==> config.mk <==
export PLATFORM = sky130hd
export DESIGN_NAME = cpu_bus_glue_logic
export DESIGN_NICKNAME = d
export VERILOG_FILES = /design/src/logic/bus_glue_pkg.sv /design/src/logic/cpu_bus_glue_logic.sv
export VERILOG_INCLUDE_DIRS = /design/src /design/src/logic
export SDC_FILE = /design/constraint.sdc
export NUM_CORES = 1
export LEC_CHECK = 0
export BUFFER_PORTS_ARGS = -buffer_cell sky130_fd_sc_hd__buf_2
export CAP_MARGIN = 40
export CORE_ASPECT_RATIO = 0.5
export CORE_MARGIN = 8
export CORE_UTILIZATION = 35
export CTS_CLUSTER_SIZE = 25
export DETAILED_ROUTE_END_ITERATION = 10
export PLACE_DENSITY = 0.66
export RECOVER_POWER = 50
export SLEW_MARGIN = 10
export SYNTH_ARGS = -nofsm -noshare
export SYNTH_HDL_FRONTEND = slang
export SYNTH_SLANG_ARGS = --single-unit
==> constraint.sdc <==
create_clock -name clock -period 4.79 [get_ports clock]
set_input_delay 0.479 -clock clock [delete_from_list [all_inputs] [get_ports clock]]
set_output_delay 0.479 -clock clock [all_outputs]
set_load 0.02 [all_outputs]
==> src/logic/bus_glue_defs.svh <==
`ifndef BUS_GLUE_DEFS_SVH
`define BUS_GLUE_DEFS_SVH

// ************************************************************
// Timing and field constants
// ************************************************************
`define CLOCK_HZ          50000000
`define XTAL_HZ           4915200
// Missing acknowledge timeout in ns, and derived cycles
`define FAULT_TIMEOUT_NS  10000
`define FAULT_CYCLES      ((`FAULT_TIMEOUT_NS * (`CLOCK_HZ / 1000000)) / 1000)
`define FAULT_CNT_W       10
// Peripheral enable: one enable cycle is ten processor clocks
`define ENABLE_LOW_CLKS   6
`define ENABLE_HIGH_CLKS  4
`define ENABLE_CNT_W      4
`define WORD_ADDR_W       23
`define BYTE_ADDR_W       24
`define IRQ_LEVELS        8
`define ABORT_LEVEL       3'h7
`define BAUD_SEL_W        3
`define BAUD_DIV_BASE     16

`endif

==> src/logic/bus_glue_pkg.sv <==
package bus_glue_pkg;
  // Peripheral cycle states
  typedef enum logic [1:0] {
    PERIPH_IDLE = 2'b00,
    PERIPH_SYNC = 2'b01,
    PERIPH_XFER = 2'b10,
    PERIPH_DONE = 2'b11
  } periph_state_t;
endpackage : bus_glue_pkg

==> src/logic/cpu_bus_glue_logic.sv <==
`timescale 1ns/1ps
`include "bus_glue_defs.svh"
module cpu_bus_glue_logic (
  // Clock and reset
  input  wire logic                     clock,
  input  wire logic                     rst,
  // Processor bus (asynchronous)
  input  wire logic                     address_strobe_line_n,
  input  wire logic                     read_write,
  input  wire logic                     byte_select_bit,
  input  wire logic [`WORD_ADDR_W-1:0]  word_addr,
  input  wire logic [15:0]              cpu_wdata,
  input  wire logic                     periph_select,
  input  wire logic                     mem_ack,
  // Jumpers
  input  wire logic                     fault_jumper,
  input  wire logic [`BAUD_SEL_W-1:0]   baud_select,
  // Interrupt sources, bit 7 is the abort key
  input  wire logic [`IRQ_LEVELS-1:0]   irq_request,
  // Fixed serial crystal sampled as ordinary input
  input  wire logic                     xtal_clock,
  // Byte lane read data from memories and adapters
  input  wire logic [7:0]               lane_rdata,
  // Outputs to processor
  output logic [15:0]                   cpu_rdata,
  output logic                          upper_byte_strobe_n,
  output logic                          lower_byte_strobe_n,
  output logic                          transfer_acknowledge_n,
  output logic                          bus_fault_n,
  output logic [2:0]                    irq_level_n,
  output logic                          valid_peripheral_address_n,
  output logic                          periph_enable,
  // Memory side
  output logic [`BYTE_ADDR_W-1:0]       byte_addr,
  output logic                          upper_write_n,
  output logic                          lower_write_n,
  output logic                          mem_read_n,
  output logic [7:0]                    lane_wdata,
  // Serial adapter baud clock
  output logic                          baud_clock
);

  // ************************************************************
  // Input synchronisers
  // ************************************************************
  // Three-stage; a change counts when stages two and three agree
  logic [2:0] as_sync, xt_sync;
  logic       as_act, next_as_act, xt_lvl, next_xt_lvl;
  always_comb begin
    next_as_act = as_act;
    next_xt_lvl = xt_lvl;
    if (as_sync[1] == as_sync[2]) next_as_act = ~as_sync[2];
    if (xt_sync[1] == xt_sync[2]) next_xt_lvl = xt_sync[2];
  end
  always_ff @(posedge clock) begin
    if (rst) begin
      as_sync <= 3'h7;
      xt_sync <= 3'h0;
      as_act  <= 1'b0;
      xt_lvl  <= 1'b0;
    end else begin
      as_sync <= {as_sync[1:0], address_strobe_line_n};
      xt_sync <= {xt_sync[1:0], xtal_clock};
      as_act  <= next_as_act;
      xt_lvl  <= next_xt_lvl;
    end
  end

  // ************************************************************
  // Byte strobes, lanes and address
  // ************************************************************
  // Bus inputs are stable while the strobe is held, so they are
  // registered directly once the synchronised strobe is seen.
  logic [15:0]             next_rdata;
  logic                    next_uds, next_lds, next_uw, next_lw, next_rd;
  logic [7:0]              next_wdata;
  logic [`BYTE_ADDR_W-1:0] next_addr;
  logic                    mem_cycle;
  assign mem_cycle = as_act & ~periph_select;
  always_comb begin
    next_uds   = ~(as_act & ~byte_select_bit);
    next_lds   = ~(as_act & byte_select_bit);
    next_addr  = {word_addr, byte_select_bit};
    next_uw    = ~(mem_cycle & ~read_write & ~byte_select_bit);
    next_lw    = ~(mem_cycle & ~read_write & byte_select_bit);
    next_rd    = ~(mem_cycle & read_write);
    next_wdata = byte_select_bit ? cpu_wdata[7:0] : cpu_wdata[15:8];
    // Reads steer to one lane; writes mirror the byte on both lanes
    if (read_write)
      next_rdata = byte_select_bit ? {8'h00, lane_rdata} : {lane_rdata, 8'h00};
    else
      next_rdata = {lane_rdata, lane_rdata};
  end
  always_ff @(posedge clock) begin
    if (rst) begin
      upper_byte_strobe_n <= 1'b1;
      lower_byte_strobe_n <= 1'b1;
      byte_addr           <= '0;
      upper_write_n       <= 1'b1;
      lower_write_n       <= 1'b1;
      mem_read_n          <= 1'b1;
      lane_wdata          <= 8'h00;
      cpu_rdata           <= 16'h0000;
    end else begin
      upper_byte_strobe_n <= next_uds;
      lower_byte_strobe_n <= next_lds;
      byte_addr           <= next_addr;
      upper_write_n       <= next_uw;
      lower_write_n       <= next_lw;
      mem_read_n          <= next_rd;
      lane_wdata          <= next_wdata;
      cpu_rdata           <= next_rdata;
    end
  end

  // ************************************************************
  // Peripheral cycle: valid address and enable, no acknowledge
  // ************************************************************
  bus_glue_pkg::periph_state_t       pstate, next_pstate;
  logic [`ENABLE_CNT_W-1:0]          ecnt, next_ecnt;
  logic                              next_vma, next_en;
  logic                              ephase, next_ephase;
  always_comb begin
    next_pstate = pstate;
    next_ecnt   = ecnt + 1'b1;
    next_ephase = ephase;
    // Free-running enable clock, low then high phase
    if (!ephase && ecnt == `ENABLE_CNT_W'(`ENABLE_LOW_CLKS - 1)) begin
      next_ephase = 1'b1;
      next_ecnt   = '0;
    end else if (ephase && ecnt == `ENABLE_CNT_W'(`ENABLE_HIGH_CLKS - 1)) begin
      next_ephase = 1'b0;
      next_ecnt   = '0;
    end
    case (pstate)
      bus_glue_pkg::PERIPH_IDLE: begin
        if (as_act && periph_select) next_pstate = bus_glue_pkg::PERIPH_SYNC;
      end
      // Wait for a low phase so the whole enable pulse is used
      bus_glue_pkg::PERIPH_SYNC: begin
        if (!as_act) next_pstate = bus_glue_pkg::PERIPH_IDLE;
        else if (!ephase) next_pstate = bus_glue_pkg::PERIPH_XFER;
      end
      bus_glue_pkg::PERIPH_XFER: begin
        if (!as_act) next_pstate = bus_glue_pkg::PERIPH_IDLE;
        else if (ephase && next_ephase == 1'b0) next_pstate = bus_glue_pkg::PERIPH_DONE;
      end
      bus_glue_pkg::PERIPH_DONE: begin
        if (!as_act) next_pstate = bus_glue_pkg::PERIPH_IDLE;
      end
      default: next_pstate = bus_glue_pkg::PERIPH_IDLE;
    endcase
    next_vma = ~(pstate == bus_glue_pkg::PERIPH_XFER);
    next_en  = next_ephase;
  end
  always_ff @(posedge clock) begin
    if (rst) begin
      pstate                     <= bus_glue_pkg::PERIPH_IDLE;
      ecnt                       <= '0;
      ephase                     <= 1'b0;
      valid_peripheral_address_n <= 1'b1;
      periph_enable              <= 1'b0;
    end else begin
      pstate                     <= next_pstate;
      ecnt                       <= next_ecnt;
      ephase                     <= next_ephase;
      valid_peripheral_address_n <= next_vma;
      periph_enable              <= next_en;
    end
  end

  // ************************************************************
  // Acknowledge and missing-acknowledge fault latch
  // ************************************************************
  // Adapter cycles end on enable timing; the processor must not see an
  // acknowledge for them, only the memory cycle does.
  logic [`FAULT_CNT_W-1:0] fcnt, next_fcnt;
  logic                    next_ack, next_fault, fault, acked, next_acked;
  always_comb begin
    next_acked = acked;
    next_fcnt  = fcnt;
    next_fault = fault;
    next_ack   = ~(mem_cycle & mem_ack);
    if (!as_act) begin
      next_fcnt  = '0;
      next_fault = 1'b0;
      next_acked = 1'b0;
    end else begin
      if (mem_cycle && mem_ack) next_acked = 1'b1;
      if (!acked && !(mem_cycle && mem_ack) && !fault) begin
        if (fcnt == `FAULT_CNT_W'(`FAULT_CYCLES - 1))
          next_fault = fault_jumper;
        else
          next_fcnt = fcnt + 1'b1;
      end
    end
  end
  always_ff @(posedge clock) begin
    if (rst) begin
      fcnt                   <= '0;
      fault                  <= 1'b0;
      acked                  <= 1'b0;
      transfer_acknowledge_n <= 1'b1;
      bus_fault_n            <= 1'b1;
    end else begin
      fcnt                   <= next_fcnt;
      fault                  <= next_fault;
      acked                  <= next_acked;
      transfer_acknowledge_n <= next_ack;
      bus_fault_n            <= ~next_fault;
    end
  end

  // ************************************************************
  // Interrupt priority encoder
  // ************************************************************
  // Highest active request wins; request 0 means no interrupt
  function automatic logic [2:0] encode_irq(input logic [`IRQ_LEVELS-1:0] req);
    logic [2:0] lvl;
    lvl = 3'h0;
    for (int i = 1; i < `IRQ_LEVELS; i++) begin
      if (req[i]) lvl = 3'(i);
    end
    return lvl;
  endfunction : encode_irq
  logic [2:0] next_ipl;
  always_comb begin
    // Top level comes only from the abort key input
    next_ipl = irq_request[7] ? `ABORT_LEVEL : encode_irq({1'b0, irq_request[6:0]});
  end
  always_ff @(posedge clock) begin
    if (rst) irq_level_n <= 3'h7;
    else     irq_level_n <= ~next_ipl;
  end

  // ************************************************************
  // Baud clock from the crystal
  // ************************************************************
  // Counts rising crystal edges, so the rate is unaffected by the processor clock
  logic [11:0] bcnt, next_bcnt;
  logic        xt_prev, next_baud;
  logic [11:0] half_div;
  assign half_div = 12'((`BAUD_DIV_BASE << baud_select) >> 1);
  always_comb begin
    next_bcnt = bcnt;
    next_baud = baud_clock;
    if (xt_lvl && !xt_prev) begin
      if (bcnt >= half_div - 12'h001) begin
        next_bcnt = 12'h000;
        next_baud = ~baud_clock;
      end else begin
        next_bcnt = bcnt + 12'h001;
      end
    end
  end
  always_ff @(posedge clock) begin
    if (rst) begin
      bcnt       <= 12'h000;
      xt_prev    <= 1'b0;
      baud_clock <= 1'b0;
    end else begin
      bcnt       <= next_bcnt;
      xt_prev    <= xt_lvl;
      baud_clock <= next_baud;
    end
  end

endmodule : cpu_bus_glue_logic

After elaboration in Yosys (flattened, before gate mapping)
Index checks and enable logic that the tools add are counted.

word-level totals
  bits in registers = 100
  input port bits = 67
  logic and storage cells = 110

cells by class
  add/sub/neg operators = 4
  magnitude comparators = 1
  eq/ne operators = 12
  shifts and indexed selects = 1
  multiplexer cells = 23
  bitwise logic cells = 25
  reductions and logical operators = 19

operator list
  operator                                                               count
  16-bit two-way mux                                                     2
  3-bit two-way mux                                                      6
  1-bit inverter                                                         16
  5-bit by 3-bit << shifter with 13-bit output (first input constant)    1
  12-bit by 1-bit adder with 12-bit output (second input constant)       1
  12-bit greater-or-equal comparator                                     1
  12-bit two-way mux                                                     1
  2-bit two-way mux                                                      6
  12-bit by 1-bit subtractor with 12-bit output (second input constant)  1
  10-bit by 1-bit adder with 10-bit output (second input constant)       1
  10-bit by 9-bit == test with 1-bit output (second input constant)      1
  1-bit AND                                                              8
  1-bit logical AND                                                      8
  8-bit two-way mux                                                      1
  2-bit case mux with 4 select lines                                     1
  1-bit two-way mux                                                      6
  3-bit inequality test (second input constant)                          2
  1-bit logical NOT                                                      5
  4-bit by 1-bit adder with 4-bit output (second input constant)         1
  2-bit == test (second input constant)                                  2
  4-bit by 2-bit == test with 1-bit output (second input constant)       1
  4-bit by 3-bit == test with 1-bit output (second input constant)       1
  2-bit inequality test (second input constant)                          2
  2-bit AND reduction                                                    2
  7 further kinds                                                        8

Logic depth before layout (Yosys ltp)
Gate-level depths: netlist of run 1.

  depth in word-level cells = 9
  gate-level depth with buffers = 7
  gate-level depth less buffers = 7

Worst setup path after synthesis of run 1
No wires, ideal clock.

  kind = input-to-reg
  from = input baud_select[1]
  to = register bcnt[1]
  library setup time = 70 ps
  arrival = 1761 ps
  data required time = 4720 ps
  path slack = 2959 ps
  stages = 7
  buffers on the path = 0
  cell sequence = nand3_1 > ha_1 > a2111oi_4 > o31ai_1 > a31oi_1 > nand3_1 > a21oi_1

between the ends
  word-level cells in the longest chain between the ends = 4

ends and longest elaborated chain
  item                                                    line                       text
  from (decl)                                             cpu_bus_glue_logic.sv:17   input wire logic [`BAUD_SEL_W-1:0] baud_select,
  5-bit by 3-bit << shifter with 13-bit output (no line)  --
  12-bit by 1-bit subtractor with 12-bit output           cpu_bus_glue_logic.sv:248  if (bcnt >= half_div - 12'h001) begin
  12-bit greater-or-equal comparator                      cpu_bus_glue_logic.sv:248
  12-bit two-way mux                                      cpu_bus_glue_logic.sv:248
  to (signal assigned)                                    cpu_bus_glue_logic.sv:262  bcnt <= next_bcnt;
  to (decl)                                               cpu_bus_glue_logic.sv:240  logic [11:0] bcnt, next_bcnt;

No other way between the ends.
A chain may end at the register's enable or synchronous reset.

==> metrics.md, run 1 <==
| Metric | Value |
|---|---|
| Synth top area share | `55.52%` |
| Status | `finished with violations` |
| # DRC | `0` |
| Critical Path, Cell by Cell | `clkbuf_1 > clkbuf_1 > nor2_1 > o21ai_2 > nor2_1` |
| Antenna cells | `0` |
| Total of max-cap violations | `1` |
| Worst hold slack | `327.3 ps` |
| CP Data Required Time | `4990 ps` |
| Initial Util | `35.64%` |
| Initial antenna violation count | `0` |
| CP max stage delay | `1950 ps` |
| Hold WC Path Type | `in2reg` |
| # hold bufs at CTS | `0` |
| Post-Syn Area per Cell | `9.693 um^2` |
| Critical path type | `in2reg` |
| Number of enable flip-flop cells after synthesis | `0` |
| Die width | `159.5 um` |
| Synth area leaders | `dfxtp_1, nor2_1, nor2b_1, ha_1, xor2_1` |
| Slowest CP cell | `clkbuf_1` |
| Predominant post-synthesis flop cell | `dfxtp_1` |
| Worst slew pin tran | `2723 ps` |
| Clock slew at reported path FFs | `70 ps` |
| Ys async rst share | `0%` |
| Static leakage | `2.069 nW` |
| Final Wtd Congestion | `0.8235` |
| Layout net count | `575` |
| Crit path DAT | `3110 ps` |
| H-tree depth | `3` |
| Pwr dens | `364.3 mW/mm^2` |
| # IOs | `128` |
| Hold Violations, Final | `0` |
| Wire length per cell | `12.99 um` |
| Setup crit end kind | `flip-flop` |
| Min Tclk post-route | `2907 ps` |
| PortBufs | `126` |
| Fin. max-slew vios | `63` |
| Net Count, Synth | `450` |
| Netlist cell types | `39` |
| Die ar. | `0.01400 mm^2` |
| Top Family by Delay on Critical Path | `buffers and inverters` |
| FP Rows | `26` |
| Largest area contributor in the netlist | `dfxtp_1` |
| Most numerous cell in the Yosys netlist | `dfxtp_1` |
| Vias in the first global route | `2,781` |
| Post-route ant nets | `0` |
| Multi-input combinational cell area | `0.001528 mm^2` |
| Latest clock arrival within the worst-skew pair | `330 ps` |
| Synth Register Bits | `100` |
| Global-route total usage across every layer | `11.62%` |
| Fin crit share | `60.69%` |
| Max VDD drop | `194.4 uV` |
| RSZ-0062 raised after global routing | `no` |
| CORE AREA | `0.01012 mm^2` |
| Via count | `2,828` |
| Seq/Total Area, Yosys | `55.52%` |
| DP HPWL | `6.289 mm` |
| Synth cell count leaders | `dfxtp_1, nor2_1, nor2b_1` |
| CTS resizes | `0` |
| CTS root buf | `clkbuf_16` |
| DR iter-0 viols | `94` |
| Global-route wire length before repair | `13.25 mm` |
| Post-Syn Area | `0.003606 mm^2` |
| TritonRoute pass-1 iters | `4` |
| Register area | `0.002002 mm^2` |
| Critical path peak fanout | `62` |
| Chip height | `87.78 um` |
| YS warnings | `0` |
| Final WL | `8.329 mm` |
| CTS tree | `built` |
| Num CTS Buffers | `9` |
| Clk_skew | `7.774 ps` |
| Postcts setup bufs | `0` |
| Clock sink count | `100` |
| Critical Path Source Type | `primary input` |
| Layout area overhead | `28.24%` |
| Clock buffer depth | `2` |
| Filler cell count in the final layout | `985` |
| Relative slew slack | `-81.54%` |
| Crit path buf inv count | `2` |
| Mapped Cells | `372` |
| Mean number of vias per cell | `4.412` |
| TNS Setup | `0 ps` |
| Largest net degree at the start of global routing | `63` |
| Failing checks | `capacitance limit, slew limit` |
| Share of cells above drive strength 1 | `26.55%` |
| Final setup fails | `0` |
| Total grt overflow | `0` |
| FMAX | `0.3440 GHz` |
[worst register-to-register path, cell delays in order, from the launching register on]
cell       delay, ps
dfxtp_1          330
ha_1             390
a2111oi_4        390
o31ai_1          130
a31oi_1          280
o21ai_1          120
a21oi_1          150
[metrics by stage]
stage | cells | power (mW) | util, % | setup WS, ps | cell area [um^2]
6_report | 641 | 1.685 | 45.71 | 1883 | 4624
5_1_grt | 641 | 1.763 | 45.71 | 1566 | 4624
4_1_cts | 641 | 1.714 | 45.93 | 2926 | 4647
3_5_place_dp | 626 | 1.034 | 43.19 | 2572 | 4369
3_3_place_gp | 626 | 1.031 | 43.19 | 2616 | 4369
2_1_floorplan | 372 | 0.9691 | - | 2959 | 3606
[placed cells by master, fill, tap and decap left out, drive strengths merged, types with 6 or more instances in the layout]
| cell | netlist | routed |
|---|---|---|
| xor2 | 15 | 15 |
| a21oi | 16 | 16 |
| nor2b | 33 | 33 |
| inv | 7 | 8 |
| ha | 11 | 11 |
| o21ai | 10 | 10 |
| nand2 | 22 | 22 |
| dfxtp | 100 | 100 |
| mux2i | 8 | 8 |
| nor2 | 65 | 65 |
| nand2b | 12 | 12 |
| clkbuf | 12 | 28 |
| and3 | 6 | 6 |
| buf | 1 | 111 |
| nand3 | 10 | 10 |
[cells by family after synthesis]
| kind of cell | count (synthesis) | share of synthesized area, % |
|---|---|---|
| and+or+nand+nor | 174 | 24.67 |
| DFF | 100 | 55.52 |
| AOI/OAI and AO/OA | 40 | 7.044 |
| buffers and inverters | 20 | 2.116 |
| xor gates and xnor gates | 19 | 4.615 |
| adders and majority gates | 11 | 3.817 |
| muxes | 8 | 2.221 |
[where the power goes]
group	total, mW	leakage [nW]	internal (mW)	switching (mW)
registers	0.871	0.821	0.861	0.0102
clock network	0.673	0.135	0.379	0.294
logic	0.140	1.11	0.0578	0.0825
total	1.68	2.07	1.30	0.387
[path summary, 6_finish.rpt]
| kind | from | to | slack, ps | cells past startpoint |
|---|---|---|---|---|
| setup reg to reg | bcnt[9] | bcnt[2] | 2900 | 6 |
| setup / recovery | rst | bcnt[3] | 1880 | 5 |
| hold / removal | address_strobe_line_n | as_sync[0] | 330 | 2 |
| hold reg to reg | as_sync[0] | as_sync[1] | 410 | 1 |
[metal layers]
metal | routed length, um | vias to the layer above | global-route usage (%)
met3 | 410 | 10 | 4.221
met5 | 0 | - | 0
met4 | 114 | 0 | 4.333
met1 | 3499 | 1282 | 12.35
met2 | 4304 | 59 | 21.25
li1 | - | 1477 | -
[sequential cells by signal (all words and copies together) (netlist names), 2 cells and up]
| name | count |
|---|---|
| fcnt | 10 |
| pstate | 2 |
| ecnt | 4 |
| cpu_rdata | 16 |
| lane_wdata | 8 |
| as_sync | 3 |
| xt_sync | 3 |
| irq_level_n | 3 |
| byte_addr | 24 |
| bcnt | 12 |
[layout make-up]
cell class	instances	share of cell area, %
timing repair buffer	127	13.31
inverter	7	0.5682
multi-input combinational	252	33.04
clock inverter	3	0.4600
sequential	100	43.29
clock buffer	12	5.547
tap	140	3.788
No activity file was read; power rests on OpenSTA's default activity.
==> run 2: changes to the inputs <==
--- a/config.mk
+++ b/config.mk
@@ -13,7 +13,7 @@
 export CORE_UTILIZATION = 35
 export CTS_CLUSTER_SIZE = 25
 export DETAILED_ROUTE_END_ITERATION = 10
-export PLACE_DENSITY = 0.66
+export PLACE_DENSITY = 0.68
 export RECOVER_POWER = 50
 export SLEW_MARGIN = 10
 export SYNTH_ARGS = -nofsm -noshare
==> constraint.sdc (replaced) <==
create_clock -name clock -period 2.35 [get_ports clock]
set_input_delay 0.235 -clock clock [delete_from_list [all_inputs] [get_ports clock]]
set_output_delay 0.235 -clock clock [all_outputs]
set_load 0.02 [all_outputs]
==> metrics.md, run 2 (synthesized netlist as in run 1, its figures left out) <==
| Metric | Value |
|---|---|
| Status | `completed (was finished with violations)` |
| CP Data Required Time | `2600 ps (was 4990 ps)` |
| Hold EP | `transfer_acknowledge_n (was as_sync[0])` |
| Worst hold stages | `2 (unchanged)` |
| Clk_skew | `6.388 ps (was 7.774 ps)` |
| Relative slew slack | `19.00% (was -81.54%)` |
| Worst slew pin tran | `1215 ps (was 2723 ps)` |
| Finished Layout Cells | `642 (was 641)` |
| Most frequent cells in the layout | `buf_2, dfxtp_1, nor2_1 (unchanged)` |
| Reg2Reg Setup Slack | `530 ps (was 2900 ps)` |
| Die ar. | `0.01400 mm^2 (unchanged)` |
| Layout area overhead | `28.00% (was 28.24%)` |
| Initial antenna violation count | `0 (unchanged)` |
| # IOs | `128 (unchanged)` |
| Static leakage | `2.058 nW (was 2.069 nW)` |
| Hold Violations, Final | `0 (unchanged)` |
| DR iter-0 viols | `112 (was 94)` |
| Worst r2r src | `bcnt[9] (unchanged)` |
| PortBufs | `126 (unchanged)` |
| Layout net count | `575 (unchanged)` |
| Most common cell after layout, fill and taps aside | `buf_2 (unchanged)` |
| Critical Path Source Type | `flip-flop (was primary input)` |
| Min setup slack post-route | `531.8 ps (was 1883 ps)` |
| Hold WC Path Type | `in2reg (unchanged)` |
| CTS resizes | `0 (unchanged)` |
| H-tree depth | `3 (unchanged)` |
| Clock buffer depth | `2 (unchanged)` |
| Die width | `159.5 um (unchanged)` |
| # DRC | `0 (unchanged)` |
| CTS tree | `built (unchanged)` |
| DP Cell Count | `626 (unchanged)` |
| # hold bufs at CTS | `0 (unchanged)` |
| FMAX | `0.5500 GHz` |
| Chip height | `87.78 um (unchanged)` |
| Fin. max-slew vios | `0 (was 63)` |
| Via count | `2,809 (was 2,828)` |
| Critical path type | `reg2reg (was in2reg)` |
| Latest clock arrival within the worst-skew pair | `340 ps (was 330 ps)` |
| Crit path DAT | `2060 ps (was 3110 ps)` |
| Antenna cells | `0 (unchanged)` |
| FP Rows | `26 (unchanged)` |
| Multi-input combinational cell area | `0.001528 mm^2 (unchanged)` |
| Total grt overflow | `0 (unchanged)` |
| Post-route ant nets | `0 (unchanged)` |
| Register area | `0.002002 mm^2 (unchanged)` |
| Min Tclk post-route | `1818 ps` |
| Final Wtd Congestion | `0.7937 (was 0.8235)` |
| Share of cells above drive strength 1 | `26.10% (was 26.55%)` |
| Total Power | `3.396 mW (was 1.685 mW)` |
| CTS root buf | `clkbuf_16 (unchanged)` |
| Largest net degree at the start of global routing | `63 (unchanged)` |
| Wire length per cell | `12.71 um (was 12.99 um)` |
| TNS Setup | `0 ps (unchanged)` |
| DP HPWL | `6.155 mm (was 6.289 mm)` |
| RSZ-0062 raised after global routing | `no (unchanged)` |
| Number of flip-flops in the largest register | `24 (unchanged)` |
| Final setup fails | `0 (unchanged)` |
| Vias in the first global route | `2,756 (was 2,781)` |
| Fin crit share | `77.37%` |
| Pre-CTS WS | `422.5 ps (was 2572 ps)` |
| TritonRoute pass-1 iters | `4 (unchanged)` |
| Clock sink count | `100 (unchanged)` |
| Largest registers | `byte_addr (24), cpu_rdata (16), bcnt (12) (unchanged)` |
| Filler cell count in the final layout | `1,026 (was 985)` |
| Hold wc startpoint | `mem_ack (was address_strobe_line_n)` |
| Mean number of vias per cell | `4.375 (was 4.412)` |
| Clock slew at reported path FFs | `70 ps (about the same)` |
| Worst-case reg-to-reg path depth | `6 (unchanged)` |
| Total of max-cap violations | `0 (was 1)` |
| Initial Util | `35.64% (unchanged)` |
| Pwr dens | `735.8 mW/mm^2 (was 364.3 mW/mm^2)` |
| Worst reg2reg endpoint | `bcnt[1] (was bcnt[2])` |
| Num CTS Buffers | `9 (unchanged)` |
| Global-route wire length before repair | `13.30 mm (was 13.25 mm)` |
| CORE AREA | `0.01012 mm^2 (unchanged)` |
| Setup crit end kind | `flip-flop (unchanged)` |
| Global-route total usage across every layer | `11.83% (was 11.62%)` |
| Max VDD drop | `292.0 uV (was 194.4 uV)` |
| Postcts setup bufs | `0 (unchanged)` |
| Top reg by flops | `byte_addr (unchanged)` |
| Critical path peak fanout | `5 (was 62)` |
| Final WL | `8.157 mm (was 8.329 mm)` |
==> run 2: changes by cell type in the layout (fill, tap and decap cells not counted) <==
| cell | previous run | this run |
|---|---|---|
| buf_2 | 111 | 108 |
| clkbuf_1 | 17 | 20 |
| clkinv_4 | 0 | 3 |
| clkbuf_8 | 2 | 0 |
| clkbuf_2 | 0 | 1 |
| inv_6 | 1 | 0 |
==> run 2: final cells by class <==
cell class                 instances  share of cell area (%)
clock inverter                     5                  0.8403
inverter                           7                  0.5693
sequential                       100                   43.37
multi-input combinational        252                   33.10
timing repair buffer             127                   13.28
tap                              140                   3.795
clock buffer                      11                   5.042
==> run 2: how the worst max path moves through the flow <==
| stage | from | endpoint | slack, ps | depth (start not counted) |
|---|---|---|---|---|
| final | bcnt[9] | bcnt[1] | 530 | 6 |
| after CTS | bcnt[7] | bcnt[10] | 540 | 6 |
| after detailed placement | baud_select[2] | bcnt[1] | 420 | 8 |
| after global placement | baud_select[2] | bcnt[1] | 440 | 8 |
| after global routing | bcnt[9] | bcnt[1] | 330 | 6 |
| after floorplan | bcnt[9] | bcnt[1] | 740 | 6 |
==> run 2: metal layers <==
metal | up-vias | track usage [%] | part of all wire [%]
li1 | 1473 | - | -
met1 | 1274 | 12.82 | 41
met2 | 47 | 20.91 | 52
met3 | 15 | 4.128 | 4.5
met4 | 0 | 5.523 | 2.5
met5 | - | 0 | 0
==> run 2: worst max-delay path: stages (launching register included) <==
cell and delay, ps:
dfxtp_1 330, ha_1 380, a2111oi_4 360, o31ai_1 120, a31oi_1 270, nand3_1 120
a21oi_1 150
==> run 2: report_power, final <==
part	internal, mW	switching, mW	leakage [nW]
Combinational	0.116	0.169	1.11
Sequential	1.75	0.0195	0.821
Clock	0.722	0.615	0.130
==> run 2: metrics by stage <==
stage               util [%]  hold slack, ps  area (um^2)
floorplan                  -           296.9         3606
global placement       43.19           398.3         4369
detailed placement     43.19           400.5         4369
CTS                    45.87           52.33         4641
global route           45.62           58.80         4616
finish                 45.62           67.80         4616
